[src/hw/strr_params.svh]
// Purpose: register offsets, field positions and reset values of the slot trigger router
// Assumes: byte addresses on an 8-bit register port, 32-bit data
// Notes:   every slot owns a block of four words starting at STRR_OFF_SLOT_BASE
`ifndef STRR_PARAMS_SVH
`define STRR_PARAMS_SVH

`define STRR_NSLOT          4
`define STRR_OFF_CONFIG     8'h00
`define STRR_OFF_KIND       8'h04
`define STRR_OFF_WLEN       8'h08
`define STRR_OFF_SPF        8'h0c
`define STRR_OFF_SLOT_BASE  4'h1
`define STRR_SUB_RESP       2'h0
`define STRR_SUB_OCOND      2'h1
`define STRR_SUB_FUNC       2'h2
`define STRR_SUB_STATUS     2'h3

`define STRR_FUNC_ARM_BIT   0
`define STRR_LOOP_LSB       8
`define STRR_ST_BUSY_BIT    8
`define STRR_ST_ARMED_BIT   9
`define STRR_ST_FUNC_BIT    10
`define STRR_ST_INVAL_BIT   11

`define STRR_RST_CONFIG     2'h1
`define STRR_RST_KIND       8'h00
`define STRR_RST_WLEN       16'h0010
`define STRR_RST_SPF        8'h04
`define STRR_RST_LOOPS      8'h01

`endif

[src/hw/strr_pkg.sv]
// Purpose: types shared by the slot trigger router modules
// Assumes: constants live in strr_params.svh
// Notes:   none
package strr_pkg;

  typedef enum logic [1:0] {
    RESP_IGNORE                  = 2'h0,
    SINGLE_SAMPLE_ON_TRIGGER     = 2'h1,
    FULL_FUNCTION_ON_TRIGGER     = 2'h2,
    REPEATED_FUNCTION_ON_TRIGGER = 2'h3
  } strr_resp_t;

  typedef enum logic [1:0] {
    OUT_NEVER            = 2'h0,
    PULSE_AT_WINDOW_END  = 2'h1,
    OUT_AT_WINDOW_BEGIN  = 2'h2,
    OUT_RESERVED         = 2'h3
  } strr_ocond_t;

  typedef enum logic [1:0] {
    KIND_MULTIPORT = 2'h0,
    KIND_SINGLE_PM = 2'h1,
    KIND_ATTEN     = 2'h2,
    KIND_RESERVED  = 2'h3
  } strr_kind_t;

  typedef enum logic [1:0] {
    CFG_DISABLED            = 2'h0,
    CFG_DEFAULT             = 2'h1,
    FORWARD_INPUT_TO_OUTPUT = 2'h2,
    LEGACY_FORWARD_ALIAS    = 2'h3
  } strr_cfg_t;

  typedef enum logic [1:0] {
    ST_IDLE = 2'b01,
    ST_RUN  = 2'b10
  } strr_state_t;

endpackage

[src/hw/strr_slot_if.sv]
// Purpose: carries settings into one slot engine and its events back out
// Assumes: single clock domain
// Notes:   event signals are one-cycle pulses
`timescale 1ns/10ps
interface strr_slot_if;
  strr_pkg::strr_resp_t resp;
  strr_pkg::strr_kind_t kind;
  logic [15:0]          wlen;
  logic [7:0]           spf;
  logic [7:0]           loops;
  logic                 cfg_wr;
  logic                 func_arm;
  logic                 trig;
  logic                 armed;
  logic                 func_armed;
  logic                 busy;
  logic                 win_begin;
  logic                 win_end;
  logic                 sample;
  logic                 invalid;
  logic [7:0]           taken;

  modport ctl  (output resp, kind, wlen, spf, loops, cfg_wr, func_arm, trig,
                input armed, func_armed, busy, win_begin, win_end, sample, invalid, taken);
  modport eng  (input resp, kind, wlen, spf, loops, cfg_wr, func_arm, trig,
                output armed, func_armed, busy, win_begin, win_end, sample, invalid, taken);
endinterface

[src/hw/strr_slot.sv]
// Purpose: per-slot measurement sequencer reacting to trigger events
// Assumes: settings stable while a function runs
// Notes:   a window length of zero is run as one cycle
`timescale 1ns/10ps
`include "strr_params.svh"
module strr_slot (
  // clock and reset
  input wire logic     clk,
  input wire logic     rst,
  // settings and events
  strr_slot_if.eng     sif
);
  strr_pkg::strr_state_t state_q, state_d;
  logic [15:0] cnt_q, cnt_d;
  logic [7:0]  left_q, left_d, loop_q, loop_d, taken_q, taken_d;
  logic        armed_q, armed_d, func_q, func_d, inval_q, inval_d, single_q, single_d;
  logic        beg_q, beg_d, end_q, end_d, smp_q, smp_d, bad_q, bad_d;
  logic [15:0] wl;
  logic [7:0]  spf1;
  logic        qual, start;

  always_comb begin
    wl = (sif.wlen == 16'h0000) ? 16'h0001 : sif.wlen;
    spf1 = (sif.spf == 8'h00) ? 8'h01 : sif.spf;
    qual = 1'b0;
    case (sif.kind)
      strr_pkg::KIND_ATTEN:     qual = 1'b0;
      strr_pkg::KIND_SINGLE_PM: qual = armed_q && sif.trig && sif.resp != strr_pkg::RESP_IGNORE;
      default:                  qual = armed_q && sif.trig && sif.resp != strr_pkg::RESP_IGNORE
                                       && (func_q || sif.func_arm);
    endcase
    start = qual || (sif.kind == strr_pkg::KIND_ATTEN);
    state_d = state_q; cnt_d = cnt_q; left_d = left_q; loop_d = loop_q; taken_d = taken_q;
    armed_d = armed_q || sif.cfg_wr;
    func_d = func_q; inval_d = inval_q; single_d = single_q;
    beg_d = 1'b0; end_d = 1'b0; smp_d = 1'b0; bad_d = 1'b0;
    if (sif.func_arm) begin
      func_d = 1'b1;
      taken_d = 8'h00;
      // trigger racing the arm gives an unreliable first value
      if (sif.trig) inval_d = 1'b1;
    end
    case (state_q)
      strr_pkg::ST_IDLE: begin
        if (start) begin
          state_d = strr_pkg::ST_RUN;
          cnt_d = wl;
          beg_d = 1'b1;
          single_d = 1'b0;
          loop_d = 8'h01;
          left_d = spf1;
          if (sif.kind == strr_pkg::KIND_ATTEN) begin
            left_d = 8'h01;
          end else if (sif.resp == strr_pkg::SINGLE_SAMPLE_ON_TRIGGER &&
                       sif.kind == strr_pkg::KIND_MULTIPORT) begin
            left_d = 8'h01;
            single_d = 1'b1;
          end else if (sif.resp == strr_pkg::REPEATED_FUNCTION_ON_TRIGGER &&
                       sif.loops > 8'h01) begin
            loop_d = sif.loops;
          end
        end
      end
      strr_pkg::ST_RUN: begin
        cnt_d = cnt_q - 16'h0001;
        if (cnt_q == 16'h0001) begin
          end_d = 1'b1;
          smp_d = 1'b1;
          bad_d = inval_q;
          // a racing arm in this very cycle keeps its flag: set wins over clear
          if (!(sif.func_arm && sif.trig)) inval_d = 1'b0;
          taken_d = taken_q + 8'h01;
          if (left_q > 8'h01) begin
            left_d = left_q - 8'h01;
            cnt_d = wl;
            beg_d = 1'b1;
          end else if (loop_q > 8'h01) begin
            loop_d = loop_q - 8'h01;
            left_d = spf1;
            cnt_d = wl;
            beg_d = 1'b1;
          end else begin
            state_d = strr_pkg::ST_IDLE;
            if (sif.kind == strr_pkg::KIND_MULTIPORT &&
                (!single_q || taken_q + 8'h01 >= spf1) && !sif.func_arm) begin
              func_d = 1'b0;
            end
          end
        end
      end
      default: state_d = strr_pkg::ST_IDLE;
    endcase
  end

  always_ff @(posedge clk or posedge rst) begin
    if (rst) begin
      state_q <= strr_pkg::ST_IDLE;
      cnt_q   <= 16'h0000;
      left_q  <= 8'h00;
      loop_q  <= 8'h00;
      taken_q <= 8'h00;
      armed_q <= 1'b0;
      func_q  <= 1'b0;
      inval_q <= 1'b0;
      single_q <= 1'b0;
      beg_q   <= 1'b0;
      end_q   <= 1'b0;
      smp_q   <= 1'b0;
      bad_q   <= 1'b0;
    end else begin
      state_q <= state_d;
      cnt_q   <= cnt_d;
      left_q  <= left_d;
      loop_q  <= loop_d;
      taken_q <= taken_d;
      armed_q <= armed_d;
      func_q  <= func_d;
      inval_q <= inval_d;
      single_q <= single_d;
      beg_q   <= beg_d;
      end_q   <= end_d;
      smp_q   <= smp_d;
      bad_q   <= bad_d;
    end
  end

  assign sif.armed      = armed_q;
  assign sif.func_armed = func_q;
  assign sif.busy       = (state_q == strr_pkg::ST_RUN);
  assign sif.win_begin  = beg_q;
  assign sif.win_end    = end_q;
  assign sif.sample     = smp_q;
  assign sif.invalid    = bad_q;
  assign sif.taken      = taken_q;
endmodule

[src/hw/strr_top.sv]
// Purpose: routes the trigger input connector to four slot engines and picks the output trigger source
// Assumes: TRIG_IN_I may be asynchronous; register port strobes are one cycle
// Notes:   read data stand in the cycle after the read strobe only
//
// The register addresses and the plain strobed port were chosen for this implementation.
`timescale 1ns/10ps
`include "strr_params.svh"
// How it works
// - single-sample response takes one sample per trigger on multiport slots
// - full-function response runs the whole function
// - repeated response loops function without new triggers
// - repeat count one equals full-function response
// - attenuator slots ignore response, measure continuously
// - single-channel meters need no armed function
// - multiport slots need an armed function first
// - armed slot acts on every qualifying trigger that arrives while idle
// - trigger during arming flags first value invalid
// - writing output condition stores it and arms
// - output condition: never, window end, window begin
// - lowest enabled channel drives the output connector
// - config zero disables both connectors
// - config one enables input and slot outputs
// - config two also forwards input to output
// - config three behaves as config two
// - every setting reads back
// - writing input response stores it and arms
module strr_top (
  // clock and reset
  input  wire logic        MCLK_I,
  input  wire logic        RST_I,
  // register port
  input  wire logic [7:0]  ADDR_I,
  input  wire logic [31:0] WDATA_I,
  input  wire logic        WE_I,
  input  wire logic        RE_I,
  output logic      [31:0] RDATA_O,
  // trigger connectors
  input  wire logic        TRIG_IN_I,
  output logic             TRIG_OUT_O,
  // per-slot sample events
  output logic      [3:0]  SAMPLE_O,
  output logic      [3:0]  SAMPLE_INVALID_O
);
  localparam int NS = `STRR_NSLOT;

  strr_pkg::strr_cfg_t   cfg_q, cfg_d;
  strr_pkg::strr_resp_t  resp_q  [NS];
  strr_pkg::strr_resp_t  resp_d  [NS];
  strr_pkg::strr_ocond_t ocond_q [NS];
  strr_pkg::strr_ocond_t ocond_d [NS];
  logic [7:0]  loops_q [NS];
  logic [7:0]  loops_d [NS];
  logic [7:0]  kind_q, kind_d, spf_q, spf_d;
  logic [15:0] wlen_q, wlen_d;
  logic [31:0] rdata_q, rdata_d;
  logic        sync1_q, sync2_q, sync3_q;
  logic        tout_q, tout_d;
  logic [3:0]  smp_q, smp_d, bad_q, bad_d;
  logic        trig_evt;
  logic [NS-1:0] cfg_wr, func_arm;
  logic [NS-1:0] ev_begin, ev_end, ev_smp, ev_bad, st_busy, st_armed, st_func;
  logic [7:0]  st_taken [NS];

  strr_slot_if sif [NS] ();

  // slot block index, or NS when the address is outside the slot area
  function automatic logic [2:0] slot_of(input logic [7:0] a);
    logic [3:0] blk;
    blk = a[7:4] - `STRR_OFF_SLOT_BASE;
    slot_of = (a[7:4] >= `STRR_OFF_SLOT_BASE && blk < 4'(NS)) ? blk[2:0] : 3'(NS);
  endfunction

  function automatic logic hits(input logic [7:0] a, input int s, input logic [1:0] sub);
    hits = (slot_of(a) == 3'(s)) && (a[3:2] == sub) && (a[1:0] == 2'h0);
  endfunction

  // input connector synchroniser; the second and third stages feed the edge detector
  always_ff @(posedge MCLK_I or posedge RST_I) begin
    if (RST_I) begin
      sync1_q <= 1'b0;
      sync2_q <= 1'b0;
      sync3_q <= 1'b0;
    end else begin
      sync1_q <= TRIG_IN_I;
      sync2_q <= sync1_q;
      sync3_q <= sync2_q;
    end
  end

  // disabled connectors swallow the input event entirely
  assign trig_evt = sync2_q && !sync3_q && (cfg_q != strr_pkg::CFG_DISABLED);

  genvar g;
  generate
    for (g = 0; g < NS; g++) begin : gs
      assign cfg_wr[g]   = WE_I && (hits(ADDR_I, g, `STRR_SUB_RESP) || hits(ADDR_I, g, `STRR_SUB_OCOND));
      assign func_arm[g] = WE_I && hits(ADDR_I, g, `STRR_SUB_FUNC) && WDATA_I[`STRR_FUNC_ARM_BIT];
      assign sif[g].resp     = resp_q[g];
      assign sif[g].kind     = strr_pkg::strr_kind_t'(kind_q[2*g +: 2]);
      assign sif[g].wlen     = wlen_q;
      assign sif[g].spf      = spf_q;
      assign sif[g].loops    = loops_q[g];
      assign sif[g].cfg_wr   = cfg_wr[g];
      assign sif[g].func_arm = func_arm[g];
      assign sif[g].trig     = trig_evt;
      assign ev_begin[g] = sif[g].win_begin;
      assign ev_end[g]   = sif[g].win_end;
      assign ev_smp[g]   = sif[g].sample;
      assign ev_bad[g]   = sif[g].invalid;
      assign st_busy[g]  = sif[g].busy;
      assign st_armed[g] = sif[g].armed;
      assign st_func[g]  = sif[g].func_armed;
      assign st_taken[g] = sif[g].taken;
      strr_slot u_slot (
        .clk (MCLK_I),
        .rst (RST_I),
        .sif (sif[g])
      );
    end
  endgenerate

  // register writes and read-back
  always_comb begin
    cfg_d = cfg_q;
    kind_d = kind_q;
    wlen_d = wlen_q;
    spf_d = spf_q;
    rdata_d = 32'h0000_0000;
    for (int s = 0; s < NS; s++) begin
      resp_d[s] = resp_q[s];
      ocond_d[s] = ocond_q[s];
      loops_d[s] = loops_q[s];
    end
    if (WE_I) begin
      case (ADDR_I)
        `STRR_OFF_CONFIG: cfg_d = strr_pkg::strr_cfg_t'(WDATA_I[1:0]);
        `STRR_OFF_KIND:   kind_d = WDATA_I[7:0];
        `STRR_OFF_WLEN:   wlen_d = WDATA_I[15:0];
        `STRR_OFF_SPF:    spf_d = WDATA_I[7:0];
        default: ;
      endcase
      for (int s = 0; s < NS; s++) begin
        if (hits(ADDR_I, s, `STRR_SUB_RESP)) resp_d[s] = strr_pkg::strr_resp_t'(WDATA_I[1:0]);
        if (hits(ADDR_I, s, `STRR_SUB_OCOND)) ocond_d[s] = strr_pkg::strr_ocond_t'(WDATA_I[1:0]);
        if (hits(ADDR_I, s, `STRR_SUB_FUNC)) loops_d[s] = WDATA_I[`STRR_LOOP_LSB +: 8];
      end
    end
    if (RE_I) begin
      case (ADDR_I)
        `STRR_OFF_CONFIG: rdata_d = {30'h0, cfg_q};
        `STRR_OFF_KIND:   rdata_d = {24'h0, kind_q};
        `STRR_OFF_WLEN:   rdata_d = {16'h0, wlen_q};
        `STRR_OFF_SPF:    rdata_d = {24'h0, spf_q};
        default: ;
      endcase
      for (int s = 0; s < NS; s++) begin
        if (hits(ADDR_I, s, `STRR_SUB_RESP)) rdata_d = {30'h0, resp_q[s]};
        if (hits(ADDR_I, s, `STRR_SUB_OCOND)) rdata_d = {30'h0, ocond_q[s]};
        if (hits(ADDR_I, s, `STRR_SUB_FUNC)) rdata_d = {16'h0, loops_q[s], 7'h0, st_func[s]};
        if (hits(ADDR_I, s, `STRR_SUB_STATUS)) begin
          rdata_d = {24'h0, st_taken[s]};
          rdata_d[`STRR_ST_BUSY_BIT]  = st_busy[s];
          rdata_d[`STRR_ST_ARMED_BIT] = st_armed[s];
          rdata_d[`STRR_ST_FUNC_BIT]  = st_func[s];
          rdata_d[`STRR_ST_INVAL_BIT] = ev_bad[s];
        end
      end
    end
  end

  // output trigger: first enabled channel wins, later ones are never looked at
  always_comb begin
    logic found;
    logic slot_ev;
    found = 1'b0;
    slot_ev = 1'b0;
    for (int s = 0; s < NS; s++) begin
      if (!found && ocond_q[s] != strr_pkg::OUT_NEVER) begin
        found = 1'b1;
        case (ocond_q[s])
          strr_pkg::PULSE_AT_WINDOW_END: slot_ev = ev_end[s];
          strr_pkg::OUT_AT_WINDOW_BEGIN: slot_ev = ev_begin[s];
          default:                       slot_ev = 1'b0;
        endcase
      end
    end
    case (cfg_q)
      strr_pkg::CFG_DISABLED:            tout_d = 1'b0;
      strr_pkg::CFG_DEFAULT:             tout_d = slot_ev;
      strr_pkg::FORWARD_INPUT_TO_OUTPUT: tout_d = slot_ev || trig_evt;
      strr_pkg::LEGACY_FORWARD_ALIAS:    tout_d = slot_ev || trig_evt;
      default:                           tout_d = 1'b0;
    endcase
    smp_d = ev_smp;
    bad_d = ev_bad;
  end

  always_ff @(posedge MCLK_I or posedge RST_I) begin
    if (RST_I) begin
      cfg_q   <= strr_pkg::strr_cfg_t'(`STRR_RST_CONFIG);
      kind_q  <= `STRR_RST_KIND;
      wlen_q  <= `STRR_RST_WLEN;
      spf_q   <= `STRR_RST_SPF;
      rdata_q <= 32'h0000_0000;
      tout_q  <= 1'b0;
      smp_q   <= 4'h0;
      bad_q   <= 4'h0;
      for (int s = 0; s < NS; s++) begin
        resp_q[s]  <= strr_pkg::RESP_IGNORE;
        ocond_q[s] <= strr_pkg::OUT_NEVER;
        loops_q[s] <= `STRR_RST_LOOPS;
      end
    end else begin
      cfg_q   <= cfg_d;
      kind_q  <= kind_d;
      wlen_q  <= wlen_d;
      spf_q   <= spf_d;
      rdata_q <= rdata_d;
      tout_q  <= tout_d;
      smp_q   <= smp_d;
      bad_q   <= bad_d;
      for (int s = 0; s < NS; s++) begin
        resp_q[s]  <= resp_d[s];
        ocond_q[s] <= ocond_d[s];
        loops_q[s] <= loops_d[s];
      end
    end
  end

  assign RDATA_O          = rdata_q;
  assign TRIG_OUT_O       = tout_q;
  assign SAMPLE_O         = smp_q;
  assign SAMPLE_INVALID_O = bad_q;
endmodule

[config.mk]
export PLATFORM = sky130hd
export DESIGN_NAME = strr_top
export DESIGN_NICKNAME = d
export VERILOG_FILES = /design/src/hw/strr_pkg.sv /design/src/hw/strr_slot_if.sv /design/src/hw/strr_slot.sv /design/src/hw/strr_top.sv
export VERILOG_INCLUDE_DIRS = /design/src /design/src/hw
export SDC_FILE = /design/constraint.sdc
export NUM_CORES = 1
export LEC_CHECK = 0
export BUFFER_PORTS_ARGS = -buffer_cell sky130_fd_sc_hd__buf_2
export CORE_MARGIN = 2
export CORE_UTILIZATION = 50
export CTS_CLUSTER_SIZE = 28
export DETAILED_ROUTE_END_ITERATION = 10
export PLACE_DENSITY = 0.71
export SYNTH_ARGS = -nofsm -noshare
export SYNTH_HDL_FRONTEND = slang
export SYNTH_HIERARCHICAL = 1
export SYNTH_SLANG_ARGS = --single-unit
[constraint.sdc]
create_clock -name MCLK_I -period 3.2 [get_ports MCLK_I]
set_input_delay 0.32 -clock MCLK_I [delete_from_list [all_inputs] [get_ports MCLK_I]]
set_output_delay 0.32 -clock MCLK_I [all_outputs]
set_load 0.1 [all_outputs]
==> results.yml <==
logic_synthesis:
  synth_cell_types: 107
  synth_seq_cells: 306
  synth_area_um2: 19400
  netlist_top_cells_count: "295 x dfrtp_1, 189 x o21ai_0, 166 x nand2_1"
  synth_seq_area_share_pct: 39.6
  ys_warn_count: 6
  syn_inst: 2103
  synth_ff_type: "dfrtp_1"
  yosysMostFrequentCell: "dfrtp_1"
  async_flop_share_pct: 100
  synth_top_area_cell: "dfrtp_1"
  synth_edf_count: 0
  synth.area.top_cells: "dfrtp_1 38%, ha_1 5.8%, mux2_2 5.1%, o21ai_0 4.9%, nand2_1 3.2%"
  synth.avg_cell_area_um2: 9.20
  synth_top_area_share_pct: 38.1
hold_path:
  min_path_cells: 2
  hp-start: "WDATA_I[4]"
  worst_hold_path.endpoint: "sif[0].spf[4]"
  worst_hold_path_type: "in -> reg"
final_layout:
  area_delta_synth_final_pct: 13.0
  final_layout_size_suffix_gt1_share_pct: 17.6
  final_cell_area_um2: 21900
  nets: 2335
  finalNonFillerCells: 2746
routing:
  drt_iter0_drc: 1892
  wl_per_cell_um: 22.4
  route.detailed.drc: 0
  viasPerCell: 6.40
  drt-total-wl_mm: 61.5
  antenna_left: 0
  drt_first_pass_iters: 6
  num_vias: 17600
global_route:
  grt_use_met2_pct: 46.3
  grt_pass1_wl_mm: 96.2
  antenna_found_initial: 4
  grt_max_degree: 50
  track_usage_pct: 30.1
  grt-busiest-layer: "met2"
  grtUsageMet3_pct: 7.32
  grt_use_met1_pct: 39.8
  overflow: 0
  grt_pass1_vias: 17100
clock_tree:
  cts_made_buffers: 37
  cts_tree: "yes"
  cts_sinks: 306
  cts-root-buf: "clkbuf_16"
  worstSkewPairLatency_ns: 0.56
  cts-root-to-sink-buffers: 3
  clkSlewWorstSetupHoldPaths_ns: 0.06
  htree_num_levels: 2
timing:
  rsz0062_at_grt: "false"
  fmax_mhz: 334
  finalCriticalPeriod_ns: 2.99
  worst_pin_slew_ns: 1.13
  holdWs_ns: 0.0753
  setup_violations: 0
  period_share_pct: 93.5
  slew_headroom_pct: 24.8
  final-max-slew-violation-count: 0
  clock_skew_ns: 0.0303
  hold_violations: 0
status:
  status: "finished, final reports clean"
pwr:
  power.internal_uw: 11200
  peakVddDrop_v: 0.000488
  powerDensity_nw_per_um2: 881
  clkPwrFrac_pct: 23.9
  switchingPower_uw: 8090
  seqPwrFrac_pct: 31.0
  swShare_pct: 42.0
  comb_power_share_pct: 45.1
  cellLeakagePower_uw: 0.00955
place:
  placed_cells: 2677
  gp_congestion: 1.00
  place.port_buffers: 53
  dp_hpwl_mm: 44.2
  place_area_um2: 20500
critical_path:
  path_class: "reg -> reg"
  r2r-start: "gs[3].u_slot/left_q[0]"
  r2r_cells: 8
  cp.required_ns: 3.63
  cp_common_cell: "nor2_1"
  crit_arrival_ns: 3.42
  critical_path.slowest_cell: "a211oi_1"
  r2r_setup_slack_ns: 0.21
  max_stage_delay_ns: 0.65
  start_kind: "register"
  endpoint_kind: "register"
  rr_endpoint: "gs[3].u_slot/cnt_q[4]"
  crit_path_max_fanout: 9
  crit_chain: "inv_1 > ha_1 > nor2_1 > nor4_1 > a211oi_1 > nor2_1 > a21o_1 > a221o_1"
floorplan:
  die_x_um: 201
  io_pins: 86
  start_util_pct: 50.3
  die_h_um: 201
  placementRows: 72
  dieArea_um2: 40300
  core_area_um2: 38500
job:
  drv_cap: 0
-- registers in the layout, indices dropped and copies added (netlist names), 8 cells and up --
name and flops:
RDATA_O 16, sif.spf 8, sif.wlen 16, gs.u_slot/left_q 32
gs.u_slot/sif.taken 32, kind_q 8, gs.u_slot/cnt_q 64, sif.resp 8
sif.loops 32, ocond_q 8, gs.u_slot/loop_q 32, gs.u_slot/state_q 8
-- final cells by class --
cell class              count  area, um2
diodes                      2       5.00
clock buffers              51       1060
clock inverters            14        263
fillers                  3337      16600
inverters                 127        480
multi-input cells        1582      10700
flip-flops and latches    306       7670
well taps                 518        648
repair buffers            146       1010
-- cell families (layout without fill, tap and decap cells) --
logic type	Yosys count	count (layout)	synth area share, %
AND/OR/NAND/NOR	739	739	20.2
AO/OA/AOI/OAI	569	569	19.4
flip-flops	306	306	39.6
buffers and inverters	230	338	5.39
multiplexers	138	138	8.09
adder cells (fa/ha/maj)	91	91	5.87
XOR/XNOR	29	29	1.35
other	1	18	0.0194
-- per-stage QoR --
step	setup TNS [ns]	worst slack (ns)	util, %	power [uW]
2_1_floorplan	-0.0341	-0.0341	-	12200
3_3_place_gp	-0.338	-0.0728	53.4	14200
3_5_place_dp	-0.435	-0.0581	53.4	14500
4_1_cts	0	0.339	56.8	19100
5_1_grt	0	0.0415	56.8	20500
6_report	0	0.209	56.9	19300
-- what timing repair did --
| action | 4_1_cts | 5_1_grt |
|---|---|---|
| setup endpoints to repair | 0 | 1 |
| hold endpoints to repair | 25 | 0 |
| hold buffers | 2 | 0 |
| resized for setup | 0 | 1 |
| setup buffers | 0 | 0 |
-- per-layer routing --
metal | up-vias | wire length (um)
met5 | - | 20
met4 | 4 | 3140
met3 | 202 | 6480
met2 | 927 | 27100
met1 | 8553 | 24700
li1 | 7902 | -
-- worst max path at each step --
stage	startpoint	endpoint	slack [ns]	depth (start not counted)
6_report	gs[3].u_slot/left_q[0]	gs[3].u_slot/cnt_q[4]	0.21	8
5_1_grt	gs[3].u_slot/left_q[0]	gs[3].u_slot/cnt_q[4]	0.04	8
4_1_cts	gs[3].u_slot/left_q[0]	gs[3].u_slot/cnt_q[4]	0.34	8
3_5_place_dp	ADDR_I[5]	gs[0].u_slot/left_q[0]	-0.06	12
3_3_place_gp	ADDR_I[4]	gs[0].u_slot/left_q[0]	-0.07	12
2_1_floorplan	ADDR_I[4]	gs[1].u_slot/left_q[0]	-0.03	14
-- power by group through the flow --
stage                     sequential [uW]  clock [uW]  combinational, uW
after floorplan                      5640           0               6570
after global placement               5930           0               8230
after detailed placement             5970           0               8490
after CTS                            5920        4660               8560
after global routing                 6100        4820               9590
final                                5980        4600               8690
-- worst max-delay path, delay by kind of cell (launching register included) --
kind	cells	cell delay [ns]
adders and majority gates	1	0.29
and+or+nand+nor	3	0.88
DFF	1	0.43
AOI/OAI and AO/OA	3	1.18
buffers and inverters	1	0.09
-- cell usage in the layout, fill, tap and decap left out, types with 41 or more instances in the layout --
cell type,instances
a21oi_1,108
buf_2,53
buf_4,88
dfrtp_1,295
ha_1,90
inv_1,120
mux2_2,88
mux2i_1,41
nand2_1,165
nand3_1,67
nor2_1,155
nor3_1,69
nor4_1,62
o21ai_0,188
Note: power is estimated with default switching activity, not from simulation.
